`config.mk`:
```
export PLATFORM = sky130hd
export DESIGN_NAME = fpccd_top
export DESIGN_NICKNAME = d
export VERILOG_FILES = /design/src/core/fpccd_pkg.sv /design/src/core/fpccd_round.sv /design/src/core/fpccd_div.sv /design/src/core/fpccd_top.sv
export SDC_FILE = /design/constraint.sdc
export NUM_CORES = 1
export LEC_CHECK = 0
export BUFFER_PORTS_ARGS = -buffer_cell sky130_fd_sc_hd__buf_2
export CORE_MARGIN = 8
export CORE_UTILIZATION = 40
export CTS_BUF_LIST = sky130_fd_sc_hd__clkbuf_4
export CTS_CLUSTER_SIZE = 28
export DETAILED_ROUTE_END_ITERATION = 8
export SLEW_MARGIN = 25
export SYNTH_ARGS = -nofsm -noshare
export SYNTH_HDL_FRONTEND = slang
export SYNTH_SLANG_ARGS = --single-unit
```
`constraint.sdc`:
```
create_clock -name core_clk -period 12.85 [get_ports core_clk]
set_input_delay 0 -clock core_clk [delete_from_list [all_inputs] [get_ports core_clk]]
set_output_delay 0 -clock core_clk [all_outputs]
set_load 0.03 [all_outputs]
```
`src/core/fpccd_pkg.sv`:
```
// package for the floating compare / divide / convert datapath
// assumes a single 50 MHz clock domain and a plain register port
package fpccd_pkg;
    // ==========================================================
    // operation codes
    typedef enum logic [2:0] {
        FPCCD_OP_NONE = 3'b000,
        FPCCD_OP_COPY = 3'b001,
        FPCCD_OP_CMP = 3'b010,
        FPCCD_OP_DIV = 3'b011,
        FPCCD_OP_CVT = 3'b100,
        FPCCD_OP_I2F = 3'b101
    } fpccd_op_type;
    // ==========================================================
    // register offsets (word index on the register port)
    localparam logic [3:0] REG_FPS = 4'h0;
    localparam logic [3:0] REG_FEC = 4'h1;
    localparam logic [3:0] REG_IRQ_STAT = 4'h2;
    localparam logic [3:0] REG_IRQ_MASK = 4'h3;
    localparam logic [3:0] REG_FLAGS = 4'h4;
    // status register bit positions
    localparam int FPS_IUV = 11;
    localparam int FPS_IU = 10;
    localparam int FPS_IV = 9;
    localparam int FPS_FD = 7;
    localparam int FPS_FL = 6;
    localparam int FPS_FT = 5;
    localparam logic [15:0] FPS_RST = 16'h0000;
    // exception codes
    localparam logic [3:0] FEC_DIV0 = 4'h4;
    localparam logic [3:0] FEC_NONE = 4'h0;
    // interrupt event bits
    localparam int EV_DIV0 = 0;
    localparam int EV_OVF = 1;
    localparam int EV_UNF = 2;
    localparam int EV_UVT = 3;
    localparam int EV_W = 4;
    // floating format
    localparam int EXP_W = 8;
    localparam int FRAC_D = 55;
    localparam int FRAC_F = 23;
    localparam logic [7:0] EXP_BIAS = 8'h80;
    localparam int GUARD_W = 2;
endpackage

```
`src/core/fpccd_round.sv`:
```
// rounding / chopping of a wide fraction to single or double width
// assumes input fraction has hidden bit at msb
`timescale 1ns/1ps
module fpccd_round
    import fpccd_pkg::*;
#(
    parameter int IN_W = 58
)(
    input wire logic [IN_W-1:0] frac_in, // fraction, hidden bit at msb
    input wire logic dbl, // double-width result
    input wire logic chop, // truncate instead of round
    output logic [FRAC_D:0] frac_out, // rounded fraction with hidden bit
    output logic carry_out // rounding overflowed the fraction
);
    logic [FRAC_D+1:0] tr;
    logic rbit;
    // pick the truncated value and the first discarded bit
    always_comb
    begin
        if (dbl)
        begin
            tr = {1'b0, frac_in[IN_W-1 -: FRAC_D+1]};
            rbit = frac_in[IN_W-FRAC_D-2];
        end
        else
        begin
            tr = {1'b0, frac_in[IN_W-1 -: FRAC_F+1], {(FRAC_D-FRAC_F){1'b0}}};
            rbit = frac_in[IN_W-FRAC_F-2];
        end
        if (!chop && rbit)
            tr = tr + (dbl ? {{FRAC_D+1{1'b0}}, 1'b1} : {{FRAC_F+1{1'b0}}, 1'b1, {(FRAC_D-FRAC_F){1'b0}}});
        carry_out = tr[FRAC_D+1];
        frac_out = carry_out ? tr[FRAC_D+1:1] : tr[FRAC_D:0];
    end
endmodule // fpccd_round

```
`src/core/fpccd_div.sv`:
```
// iterative restoring fraction divider
// assumes both fractions normalised with hidden bit set
`timescale 1ns/1ps
module fpccd_div
    import fpccd_pkg::*;
#(
    parameter int Q_W = 58
)(
    input wire logic core_clk, // clock
    input wire logic rstn, // async reset, active low
    input wire logic start, // one-cycle start pulse
    input wire logic [FRAC_D:0] num, // dividend fraction
    input wire logic [FRAC_D:0] den, // divisor fraction
    output logic busy, // divide running
    output logic [Q_W-1:0] quot // quotient, valid when busy falls
);
    logic [FRAC_D+1:0] rem_q;
    logic [6:0] cnt_q;
    logic [FRAC_D+1:0] diff;
    assign diff = rem_q - {1'b0, den};
    // one quotient bit per cycle, guard bits included
    always_ff @(posedge core_clk or negedge rstn)
    begin
        if (!rstn)
        begin
            rem_q <= '0;
            cnt_q <= '0;
            busy <= 1'b0;
            quot <= '0;
        end
        else if (start)
        begin
            rem_q <= {1'b0, num};
            cnt_q <= 7'(Q_W);
            busy <= 1'b1;
            quot <= '0;
        end
        else if (busy)
        begin
            if (!diff[FRAC_D+1])
            begin
                rem_q <= {diff[FRAC_D:0], 1'b0};
                quot <= {quot[Q_W-2:0], 1'b1};
            end
            else
            begin
                rem_q <= {rem_q[FRAC_D:0], 1'b0};
                quot <= {quot[Q_W-2:0], 1'b0};
            end
            cnt_q <= cnt_q - 7'h01;
            busy <= (cnt_q != 7'h01);
        end
    end
endmodule // fpccd_div

```
`src/core/fpccd_top.sv`:
```
// floating compare, divide and precision / integer convert datapath
// assumes the core issues one op with start and waits for done
//
// The implementer's own choices: the address map and the strobed register port.
`timescale 1ns/1ps
// Functional notes
// - copy floating flags into cpu flags
// - compare sets zero and negative flags
// - compare leaves operands unchanged
// - zero exponent means exact zero
// - divide by zero aborts, code four
// - quotient carries two guard bits
// - chop bit selects round or truncate
// - overflow/underflow with FPS_IV / FPS_IU clear stores exact zero
// - double mode selects conversion direction
// - double to single chops or rounds
// - long mode selects 32/16 bit integers
// - round adds lsb on discarded one
module fpccd_top
    import fpccd_pkg::*;
(
    input wire logic core_clk, // 50 MHz clock
    input wire logic rstn, // async reset, active low
    input wire logic start, // one-cycle op request
    input wire logic [2:0] op, // fpccd_op_type code
    input wire logic [63:0] src_in, // source operand
    input wire logic [63:0] acc_in, // selected accumulator
    input wire logic [3:0] reg_addr, // register word index
    input wire logic [15:0] reg_wdata, // register write data
    input wire logic reg_wr, // write strobe
    input wire logic reg_rd, // read strobe
    output logic [15:0] reg_rdata, // read data, cycle after strobe
    output logic done, // op finished pulse
    output logic acc_we, // accumulator write pulse
    output logic [63:0] acc_out, // accumulator write value
    output logic [3:0] cpu_flags, // n z v c for the cpu
    output logic cpu_flags_we, // cpu flag load pulse
    output logic trap, // undefined variable trap pulse
    output logic irq // level interrupt
);
    // ==========================================================
    // state
    typedef enum logic [1:0] {
        FPCCD_IDLE = 2'b00,
        FPCCD_DIVW = 2'b01,
        FPCCD_DFIN = 2'b10
    } fpccd_st_type;
    fpccd_st_type st_q;
    logic [15:0] fps_q;
    logic [3:0] fec_q;
    logic [EV_W-1:0] ist_q, imask_q;
    logic [3:0] fcc_q; // n z v c
    logic [63:0] acc_q;
    logic [EV_W-1:0] ev;
    logic dbl, chop, lng, iuv;
    assign dbl = fps_q[FPS_FD];
    assign chop = fps_q[FPS_FT];
    assign lng = fps_q[FPS_FL];
    assign iuv = fps_q[FPS_IUV];

    // field helpers
    function automatic logic [7:0] fexp(input logic [63:0] v);
        fexp = v[62:55];
    endfunction
    function automatic logic is_negz(input logic [63:0] v);
        is_negz = v[63] && (fexp(v) == 8'h00);
    endfunction
    function automatic logic [FRAC_D:0] fmant(input logic [63:0] v);
        fmant = {1'b1, v[54:0]};
    endfunction

    // ==========================================================
    // divide path
    logic div_go, div_busy;
    logic [57:0] quot;
    logic [FRAC_D:0] rfrac;
    logic rcarry;
    logic [9:0] qexp;
    fpccd_div #(.Q_W(FRAC_D + 1 + GUARD_W)) u_div (
        .core_clk(core_clk),
        .rstn(rstn),
        .start(div_go),
        .num(fmant(acc_in)),
        .den(fmant(src_in)),
        .busy(div_busy),
        .quot(quot)
    );
    logic [57:0] qn;
    logic qsh;
    // normalise: quotient of two [1,2) fractions lies in (1/2,2)
    assign qsh = !quot[57];
    assign qn = qsh ? {quot[56:0], 1'b0} : quot;

    // ==========================================================
    // conversion path shares the rounder
    logic [57:0] rnd_in;
    logic rnd_dbl;
    logic [63:0] ival;
    logic [31:0] imag;
    logic [5:0] lz;
    logic [57:0] inorm;
    always_comb
    begin
        ival = lng ? {{32{src_in[63]}}, src_in[63:32]} : {{48{src_in[63]}}, src_in[63:48]};
        imag = ival[63] ? 32'(-ival) : ival[31:0];
        lz = 6'h00;
        for (int i = 0; i < 32; i++)
            if (imag[i])
                lz = 6'(31 - i);
        inorm = {imag << lz, 26'h0000000};
    end
    always_comb
    begin
        if (st_q == FPCCD_DFIN)
        begin
            rnd_in = qn;
            rnd_dbl = dbl;
        end
        else if (op == FPCCD_OP_I2F)
        begin
            rnd_in = inorm;
            rnd_dbl = dbl;
        end
        else
        begin
            // double mode 0 converts double to single
            rnd_in = {fmant(src_in), 2'b00};
            rnd_dbl = 1'b0;
        end
    end
    fpccd_round #(.IN_W(58)) u_rnd (
        .frac_in(rnd_in),
        .dbl(rnd_dbl),
        .chop(chop),
        .frac_out(rfrac),
        .carry_out(rcarry)
    );
    // pack a result, dropping the hidden bit
    function automatic logic [63:0] fpack(input logic s, input logic [7:0] e, input logic [FRAC_D:0] f);
        fpack = {s, e, f[FRAC_D-1:0]};
    endfunction
    // ==========================================================
    // sequencing
    assign div_go = start && op == FPCCD_OP_DIV && st_q == FPCCD_IDLE && !(iuv && is_negz(src_in))
                    && fexp(src_in) != 8'h00 && fexp(acc_in) != 8'h00;
    // biased quotient exponent, ten bits to see over and underflow
    // a mantissa ratio at or above one lands one binade above the plain bias
    assign qexp = 10'(fexp(acc_in)) - 10'(fexp(src_in)) + 10'(EXP_BIAS) + 10'(rcarry) + 10'(!qsh);
    always_ff @(posedge core_clk or negedge rstn)
    begin
        if (!rstn)
        begin
            st_q <= FPCCD_IDLE;
            done <= 1'b0;
            acc_we <= 1'b0;
            acc_q <= '0;
            fcc_q <= 4'h0;
            cpu_flags_we <= 1'b0;
            trap <= 1'b0;
            ev <= '0;
            fec_q <= FEC_NONE;
        end
        else
        begin
            done <= 1'b0;
            acc_we <= 1'b0;
            cpu_flags_we <= 1'b0;
            trap <= 1'b0;
            ev <= '0;
            unique case (st_q)
                FPCCD_IDLE:
                if (start)
                begin
                    if (iuv && is_negz(src_in) && (op == FPCCD_OP_CMP || op == FPCCD_OP_DIV || op == FPCCD_OP_CVT))
                    begin
                        trap <= 1'b1;
                        done <= 1'b1;
                        ev[EV_UVT] <= 1'b1;
                    end
                    else if (op == FPCCD_OP_COPY)
                    begin
                        cpu_flags_we <= 1'b1;
                        done <= 1'b1;
                    end
                    else if (op == FPCCD_OP_CMP)
                    begin
                        fcc_q <= {src_in[63] && fexp(src_in) != 8'h00, fexp(src_in) == 8'h00, 2'b00};
                        done <= 1'b1;
                    end
                    else if (op == FPCCD_OP_DIV)
                    begin
                        if (fexp(src_in) == 8'h00)
                        begin
                            fec_q <= FEC_DIV0;
                            ev[EV_DIV0] <= 1'b1;
                            done <= 1'b1;
                        end
                        else if (fexp(acc_in) == 8'h00)
                        begin
                            acc_q <= '0;
                            acc_we <= 1'b1;
                            fcc_q <= 4'b0100;
                            done <= 1'b1;
                        end
                        else
                            st_q <= FPCCD_DIVW;
                    end
                    else if (op == FPCCD_OP_CVT || op == FPCCD_OP_I2F)
                    begin
                        acc_we <= 1'b1;
                        done <= 1'b1;
                        if (op == FPCCD_OP_I2F)
                        begin
                            acc_q <= (imag == 32'h0) ? 64'h0 :
                                fpack(ival[63], 8'(EXP_BIAS + 8'd32 - {2'b00, lz} + 8'(rcarry)), rfrac);
                            fcc_q <= {ival[63], imag == 32'h0, 2'b00};
                        end
                        else if (fexp(src_in) == 8'h00)
                        begin
                            acc_q <= '0;
                            fcc_q <= 4'b0100;
                        end
                        else if (!dbl)
                        begin
                            acc_q <= fpack(src_in[63], 8'(fexp(src_in) + 8'(rcarry)), rfrac) & {32'hFFFFFFFF, 32'h0};
                            fcc_q <= {src_in[63], 3'b000};
                        end
                        else
                        begin
                            // single to double: low half cleared
                            acc_q <= {src_in[63:32], 32'h0};
                            fcc_q <= {src_in[63], 3'b000};
                        end
                    end
                end
                FPCCD_DIVW:
                if (!div_busy && !div_go)
                    st_q <= FPCCD_DFIN;
                FPCCD_DFIN:
                begin
                    st_q <= FPCCD_IDLE;
                    done <= 1'b1;
                    if (qexp[9] || qexp[7:0] == 8'h00 && !qexp[8])
                    begin
                        ev[EV_UNF] <= 1'b1;
                        acc_we <= 1'b1;
                        acc_q <= fps_q[FPS_IU] ? fpack(src_in[63] ^ acc_in[63], qexp[7:0], rfrac) : 64'h0;
                        fcc_q <= fps_q[FPS_IU] ? {src_in[63] ^ acc_in[63], 3'b000} : 4'b0100;
                    end
                    else if (qexp[8])
                    begin
                        ev[EV_OVF] <= 1'b1;
                        acc_we <= 1'b1;
                        acc_q <= fps_q[FPS_IV] ? fpack(src_in[63] ^ acc_in[63], qexp[7:0], rfrac) : 64'h0;
                        fcc_q <= fps_q[FPS_IV] ? {src_in[63] ^ acc_in[63], 3'b010} : 4'b0110;
                    end
                    else
                    begin
                        acc_we <= 1'b1;
                        acc_q <= fpack(src_in[63] ^ acc_in[63], qexp[7:0], rfrac);
                        fcc_q <= {src_in[63] ^ acc_in[63], 3'b000};
                    end
                end
                default:
                    st_q <= FPCCD_IDLE;
            endcase
        end
    end
    assign acc_out = acc_q;
    assign cpu_flags = fcc_q;
    // ==========================================================
    // registers and interrupt; the event set beats the read clear
    always_ff @(posedge core_clk or negedge rstn)
    begin
        if (!rstn)
        begin
            fps_q <= FPS_RST;
            imask_q <= '0;
            ist_q <= '0;
            reg_rdata <= 16'h0000;
            irq <= 1'b0;
        end
        else
        begin
            if (reg_wr && reg_addr == REG_FPS)
                fps_q <= reg_wdata;
            if (reg_wr && reg_addr == REG_IRQ_MASK)
                imask_q <= reg_wdata[EV_W-1:0];
            ist_q <= ((reg_rd && reg_addr == REG_IRQ_STAT) ? '0 : ist_q) | ev;
            irq <= |((((reg_rd && reg_addr == REG_IRQ_STAT) ? '0 : ist_q) | ev) & imask_q);
            reg_rdata <= 16'h0000;
            if (reg_rd)
                unique case (reg_addr)
                    REG_FPS: reg_rdata <= fps_q;
                    REG_FEC: reg_rdata <= {12'h000, fec_q};
                    REG_IRQ_STAT: reg_rdata <= {12'h000, ist_q};
                    REG_IRQ_MASK: reg_rdata <= {12'h000, imask_q};
                    REG_FLAGS: reg_rdata <= {12'h000, fcc_q};
                    default: reg_rdata <= 16'h0000;
                endcase
        end
    end
    // ==========================================================
    // checks
    a_div0_code: assert property (@(posedge core_clk) disable iff (!rstn)
        start && op == FPCCD_OP_DIV && st_q == FPCCD_IDLE && fexp(src_in) == 8'h00 && !(iuv && src_in[63])
        |=> fec_q == FEC_DIV0 && !acc_we && done)
        else $error("divide by zero not aborted");
    a_cmp_noacc: assert property (@(posedge core_clk) disable iff (!rstn)
        start && op == FPCCD_OP_CMP && st_q == FPCCD_IDLE |=> !acc_we && (trap || fcc_q[1:0] == 2'b00))
        else $error("compare wrote accumulator");
    a_negz_trap: assert property (@(posedge core_clk) disable iff (!rstn)
        start && st_q == FPCCD_IDLE && iuv && is_negz(src_in)
        && (op == FPCCD_OP_CMP || op == FPCCD_OP_DIV || op == FPCCD_OP_CVT) |=> trap && !acc_we)
        else $error("negative zero trap missing");
    a_cmp_zero: assert property (@(posedge core_clk) disable iff (!rstn)
        start && st_q == FPCCD_IDLE && op == FPCCD_OP_CMP && !(iuv && is_negz(src_in))
        && fexp(src_in) == 8'h00 |=> fcc_q[2] && !fcc_q[3])
        else $error("compare zero flag wrong");
    a_div_zero_acc: assert property (@(posedge core_clk) disable iff (!rstn)
        start && st_q == FPCCD_IDLE && op == FPCCD_OP_DIV && fexp(src_in) != 8'h00
        && fexp(acc_in) == 8'h00 |=> acc_we && acc_q == 64'h0 && done)
        else $error("zero dividend not exact zero");
    a_copy_flags: assert property (@(posedge core_clk) disable iff (!rstn)
        start && st_q == FPCCD_IDLE && op == FPCCD_OP_COPY && !(iuv && is_negz(src_in)) |=> cpu_flags_we)
        else $error("flag copy missing");
endmodule // fpccd_top

```
* Word level (Yosys, flattened, before mapping)
Cells that the tools add are included.
** Word-level totals
- Register bits after elaboration :: 243
- Output and inout port bits :: 89
** Cells by class
- Eq/ne operators :: 26
- Reductions and logical operators :: 39
- Mux-type cells :: 132
- Bitwise gates (word level) :: 6
- Shift operators :: 1
- $add $sub $neg :: 11
** Operators by type and width (count)
- $mux 64 :: 15
- $mux 58 :: 5
- $mux 57 :: 4
- $mux 6 :: 31
- $pmux 64 s2 :: 1
- $pmux 16 s5 :: 1
- $mux 32 :: 2
- $mux 63 :: 1
- $mux 4 :: 15
- $add 56x33->57 :: 1
- $sub 57x56->57 :: 1
- $mux 55 :: 1
- $mux 1 :: 37
- $mux 33 :: 1
- $logic_not 32->1 :: 1
- $neg 32->32 :: 1
- $shl 32x6->32 :: 1
- $mux 31 :: 1
- $logic_not 8->1 :: 3
- $add 10x1->10 :: 2
- $mux 2 :: 9
- $add 8x1->8 :: 2
- $mux 16 :: 1
- $ne 2x2->1 const B :: 8
- other kinds (36) :: 70

* Longest topological paths before layout
- Depth in word-level cells :: 52
- Mapped depth :: 49

* Modules after synthesis
Synthesis repeated with hierarchy kept, for this count alone.
** Second synthesis, totals
- Cells, all modules :: 2876
- Area total of the unflattened synthesis :: 23053.4 um2
** By module, submodules not included
- fpccd_top :: sequential area each 2952.8 um2, instances 1, area each 11193.2 um2, cells each 1348
- fpccd_div :: sequential area each 3078.0 um2, instances 1, area each 9524.1 um2, cells each 1143
- fpccd_round :: sequential area each 0.0 um2, instances 1, area each 2336.0 um2, cells each 385

* Worst setup path after synthesis
No wires, ideal clock.
- Kind :: register to register
- From :: register fps_q[6]
- To :: register acc_q[42], in the netlist acc_out[42]
- Arrival :: 9.303 ns
- Data required time :: 12.786 ns
- Setup time :: 0.064 ns
- Stages on the path, launching flop included :: 49
- Setup slack :: 3.483 ns
- Cell sequence :: dfrtp_1 > buf_2 > buf_4 > buf_4 > buf_2 > nand2_1 > o21ai_0 > inv_1 > ha_1 > or4b_1 > a222oi_1 > buf_4 > buf_6 > a41oi_1 > xnor2_1 > or3_1 > a311oi_1 > o21a_1 > (+13 left out) > nand4b_2 > buf_6 > fa_1 > inv_1 > ha_1 > and3_1 > xor2_1 > nor2_1 > nand3_1 > a21oi_1 > o21ai_0 > o221ai_1 > and2_1 > nor2_1 > clkbuf_1 > o21ai_0 > a21oi_1 > a21o_1
** On the way
- Word-level cells in the longest chain between the ends :: 52
- Elaborated cells between the ends (all ways) :: 66
** Ends and longest elaborated chain
- from (decl) :: RTL line fpccd_top.sv:49 : logic [15:0] fps_q;
- from (signal assigned) :: RTL line fpccd_top.sv:286 : fps_q <= reg_wdata;
- $mux 31 * :: RTL line fpccd_top.sv:104 : ival = lng ? {{32{src_in[63]}}, src_in[63:32]} : {{48{src_in[63]}}, src_in[63:48]};
- $neg 32->32 :: RTL line fpccd_top.sv:105 : imag = ival[63] ? 32'(-ival) : ival[31:0];
- $mux 32 * :: RTL line fpccd_top.sv:105
- parallel branches: the longest is 48 deep, another holds $mux 6
- $pmux 64 s2 * :: RTL line fpccd_top.sv:170 : unique case (st_q)
- to (signal assigned) :: RTL line fpccd_top.sv:214 : acc_q <= (imag == 32'h0) ? 64'h0 :
- to (signal assigned) :: RTL line fpccd_top.sv:225 : acc_q <= fpack(src_in[63], 8'(fexp(src_in) + 8'(rcarry)), rfrac) & {32'hFFFFFFFF, 32'h0};
- to (signal assigned) :: RTL line fpccd_top.sv:231 : acc_q <= {src_in[63:32], 32'h0};
- to (decl) :: RTL line fpccd_top.sv:53 : logic [63:0] acc_q;
Mark *: on every way between the ends. The select of a mux whose other input is x is not followed.
A chain may end at the register's enable or synchronous reset.

* Final worst setup path
- From :: register fps_q[6]
- To :: register acc_q[45], in the netlist acc_out[45]
Same word-level chain as after synthesis.

==> impl_metrics.yaml <==
status:
  status: "completed"
floorplanning:
  die_width_um: 250
  start_util: 0.402
  core-area_sq_um: 54700
  fp-row-count: 86
  ios: 245
  die_h_um: 250
  die-area_sq_um: 62600
drt:
  ant_nets: 0
  finalWirelength_mm: 89.4
  drc: 0
  via_per_inst: 6.07
  wl_per_cell_um: 22.9
  first_pass_iters: 6
  dr.first_iter.drc_count: 2315
  vias: 23752
yosys:
  synth_top_area_share: 0.275
  synthFlopType: "dfrtp_1"
  syn_area_sq_um: 22000
  yosysTopAreaCell: "dfrtp_1"
  ys_top_cells_by_count: "nand2_1 (275), nor2_1 (243), dfrtp_1 (241), a21oi_1 (194), o21ai_0 (175)"
  synth-edff-count: 0
  seq_area_frac_synth: 0.275
  synthArstFlopShare: 1.00
  synth_nets: 2979
  ys_types: 113
  synth_seq_cells: 241
  synth_cells: 2747
  avgSynthCellArea_sq_um: 7.99
  synth_most_common_cell: "nand2_1"
  ys_top_cells_by_area: "dfrtp_1 (27%), mux2i_1 (5.9%), nand2_1 (4.7%), a21oi_1 (4.4%), ha_1 (4.2%)"
  ys_warn_count: 0
clock_network:
  cts.sinks: 241
  cts_buffer_depth: 3
  htreeDepth: 3
  post_cts_buffers: 0
  clock_tree.root_cell: "clkbuf_4"
  post_cts_resized: 0
  cts_buffers: 72
  clock_latency_ns: 0.80
  clkTransAtPathRegs_ns: 0.06
  tritoncts: "built"
worst_setup_path:
  reg2reg_to: "acc_out[45]$_DFFE_PN0P_"
  critPathMaxFanout: 40
  cp.required_ns: 13.52
  r2r_cells: 40
  slowest_stage: "dfrtp_2"
  critical_path_arrival_ns: 12.32
  r2r_slack_ns: 1.20
  crit_type: "register to register"
  crit_path_start_kind: "register"
  crit_path_max_incr_delay_ns: 0.79
  r2r_start: "fps_q[6]$_DFFE_PN0P_"
  cp-end-kind: "register"
place:
  portBuffers: 243
  gp_congestion: 1.04
  placed_cell_area_sq_um: 23600
  dp_hpwl_mm: 65.3
min_path:
  hold_end: "u_div.rem_q[21]$_DFFE_PN0N_"
  min_path_cells: 7
  holdCritStartpoint: "src_in[20]"
  hold_class: "input pin to register"
timing:
  slew_violations: 0
  skew_ns: 0.0566
  maxSlewHeadroom: 0.303
  finalSetupTns_ns: 0
  tightest_slew_ns: 1.04
  period_needed_ns: 11.65
  finalHoldViolCount: 0
  holdWs_ns: 0.104
  post-route-period-util: 0.907
  fmax_mhz: 85.8
  rsz0062_at_grt: "no"
  setup_viol: 0
global_route:
  grt_overflow_total: 0
  grt_pass1_vias: 23437
  grt_max_degree: 156
  grt_pass1_wl_mm: 138
  grtUsageTotal: 0.276
  antenna_found_initial: 3
pwr:
  ir_worst_vdd_mv: 0.121
  p_total_mw: 4.52
  power_density_nw_per_um2: 168
  leakage_nw: 12.7
final_layout:
  layout-drive-gt1-share: 0.161
  stdcell_area_sq_um: 26900
  nets: 3379
  utilization: 0.491
  syn_to_final_growth_pct: 22.3
job:
  cap_violations: 0
per-layer routing:
metal | global-route usage | vias up | routed length [um]
met3 | 0.0484 | 200 | 6290
met5 | 0 | - | 0
met2 | 0.439 | 1094 | 40300
met4 | 0.136 | 0 | 4350
met1 | 0.358 | 11482 | 38400
li1 | - | 10976 | -
where the power goes:
part           switching [mW]  leakage [nW]  internal [mW]
clock network           0.362         0.543          0.388
registers               0.192          3.03          0.958
logic                    1.49          9.09           1.13
total                    2.05          12.7           2.48
cells in the final DEF (no fill, tap or decap), types with 27 or more instances in the layout:
cell type	n
xor2_1	55
nand2b_1	27
buf_2	242
nand3_1	81
nor2_1	241
mux2_2	50
a211oi_1	33
o21ai_0	175
ha_1	73
dlygate4sd3_1	224
nor3b_1	34
o211ai_1	36
a21o_1	84
a31oi_1	54
and3_1	32
a21oi_1	192
nand2_1	275
inv_1	97
buf_4	35
nor3_1	71
dfrtp_1	238
xnor2_1	86
mux2i_1	130
clkbuf_4	102
and2_1	31
layout make-up:
cell class,instances,area [sq um]
diodes,6,15.0
clock buffers,102,766
clock inverters,25,145
fillers,5316,27800
inverters,104,390
multi-input cells,2223,14800
flip-flops and latches,241,6040
well taps,704,881
repair buffers,505,3810
sequential cells by signal, summed over array words and instances, names as in the netlist, 2 cells and up:
signal	cells
acc_out	64
u_div.quot	58
u_div.rem_q	57
fps_q	16
reg_rdata	16
u_div.cnt_q	7
ev	4
imask_q	4
ist_q	4
cpu_flags	3
st_q	2
how the worst max path moves through the flow:
stage                               startpoint                       to  slack (ns)
after floorplan           fps_q[6]$_DFFE_PN0P_  acc_out[42]$_DFFE_PN0P_        3.48
after global placement    fps_q[6]$_DFFE_PN0P_  acc_out[39]$_DFFE_PN0P_        1.99
after detailed placement  fps_q[6]$_DFFE_PN0P_  acc_out[45]$_DFFE_PN0P_        1.67
after CTS                 fps_q[6]$_DFFE_PN0P_  acc_out[45]$_DFFE_PN0P_        1.55
after global routing      fps_q[6]$_DFFE_PN0P_  acc_out[45]$_DFFE_PN0P_        0.34
final                     fps_q[6]$_DFFE_PN0P_  acc_out[45]$_DFFE_PN0P_        1.20
stage by stage:
step	cells	worst slack [ns]
2_1_floorplan	2747	3.48
4_1_cts	3903	1.55
3_3_place_gp	3551	1.99
6_report	3910	1.20
5_1_grt	3909	0.337
3_5_place_dp	3551	1.67
critical path: cells and delay by family (launching register included):
kind	cells	cell delay, ns
AOI/OAI and AO/OA	15	4.11
and+or+nand+nor	11	2.76
buffers and inverters	7	1.87
adders and majority gates	4	1.16
DFF	1	0.79
xor gates and xnor gates	2	0.55
muxes	1	0.24
cell families (layout without fill, tap and decap cells):
group	Yosys count	after routing	share of synthesized area
adders and majority gates	76	76	0.0443
other	1	7	0.000171
DFF	241	241	0.275
AOI/OAI and AO/OA	856	856	0.264
muxes	183	183	0.0870
buffers and inverters	283	736	0.0531
and+or+nand+nor	963	963	0.219
xor gates and xnor gates	144	144	0.0578
timing repair:
| item | 4_1_cts | 5_1_grt |
|---|---|---|
| hold endpoints to repair | 383 | 0 |
| hold buffers | 225 | 0 |
| setup endpoints to repair | 0 | 0 |
Note: power is estimated with default switching activity, not from simulation.
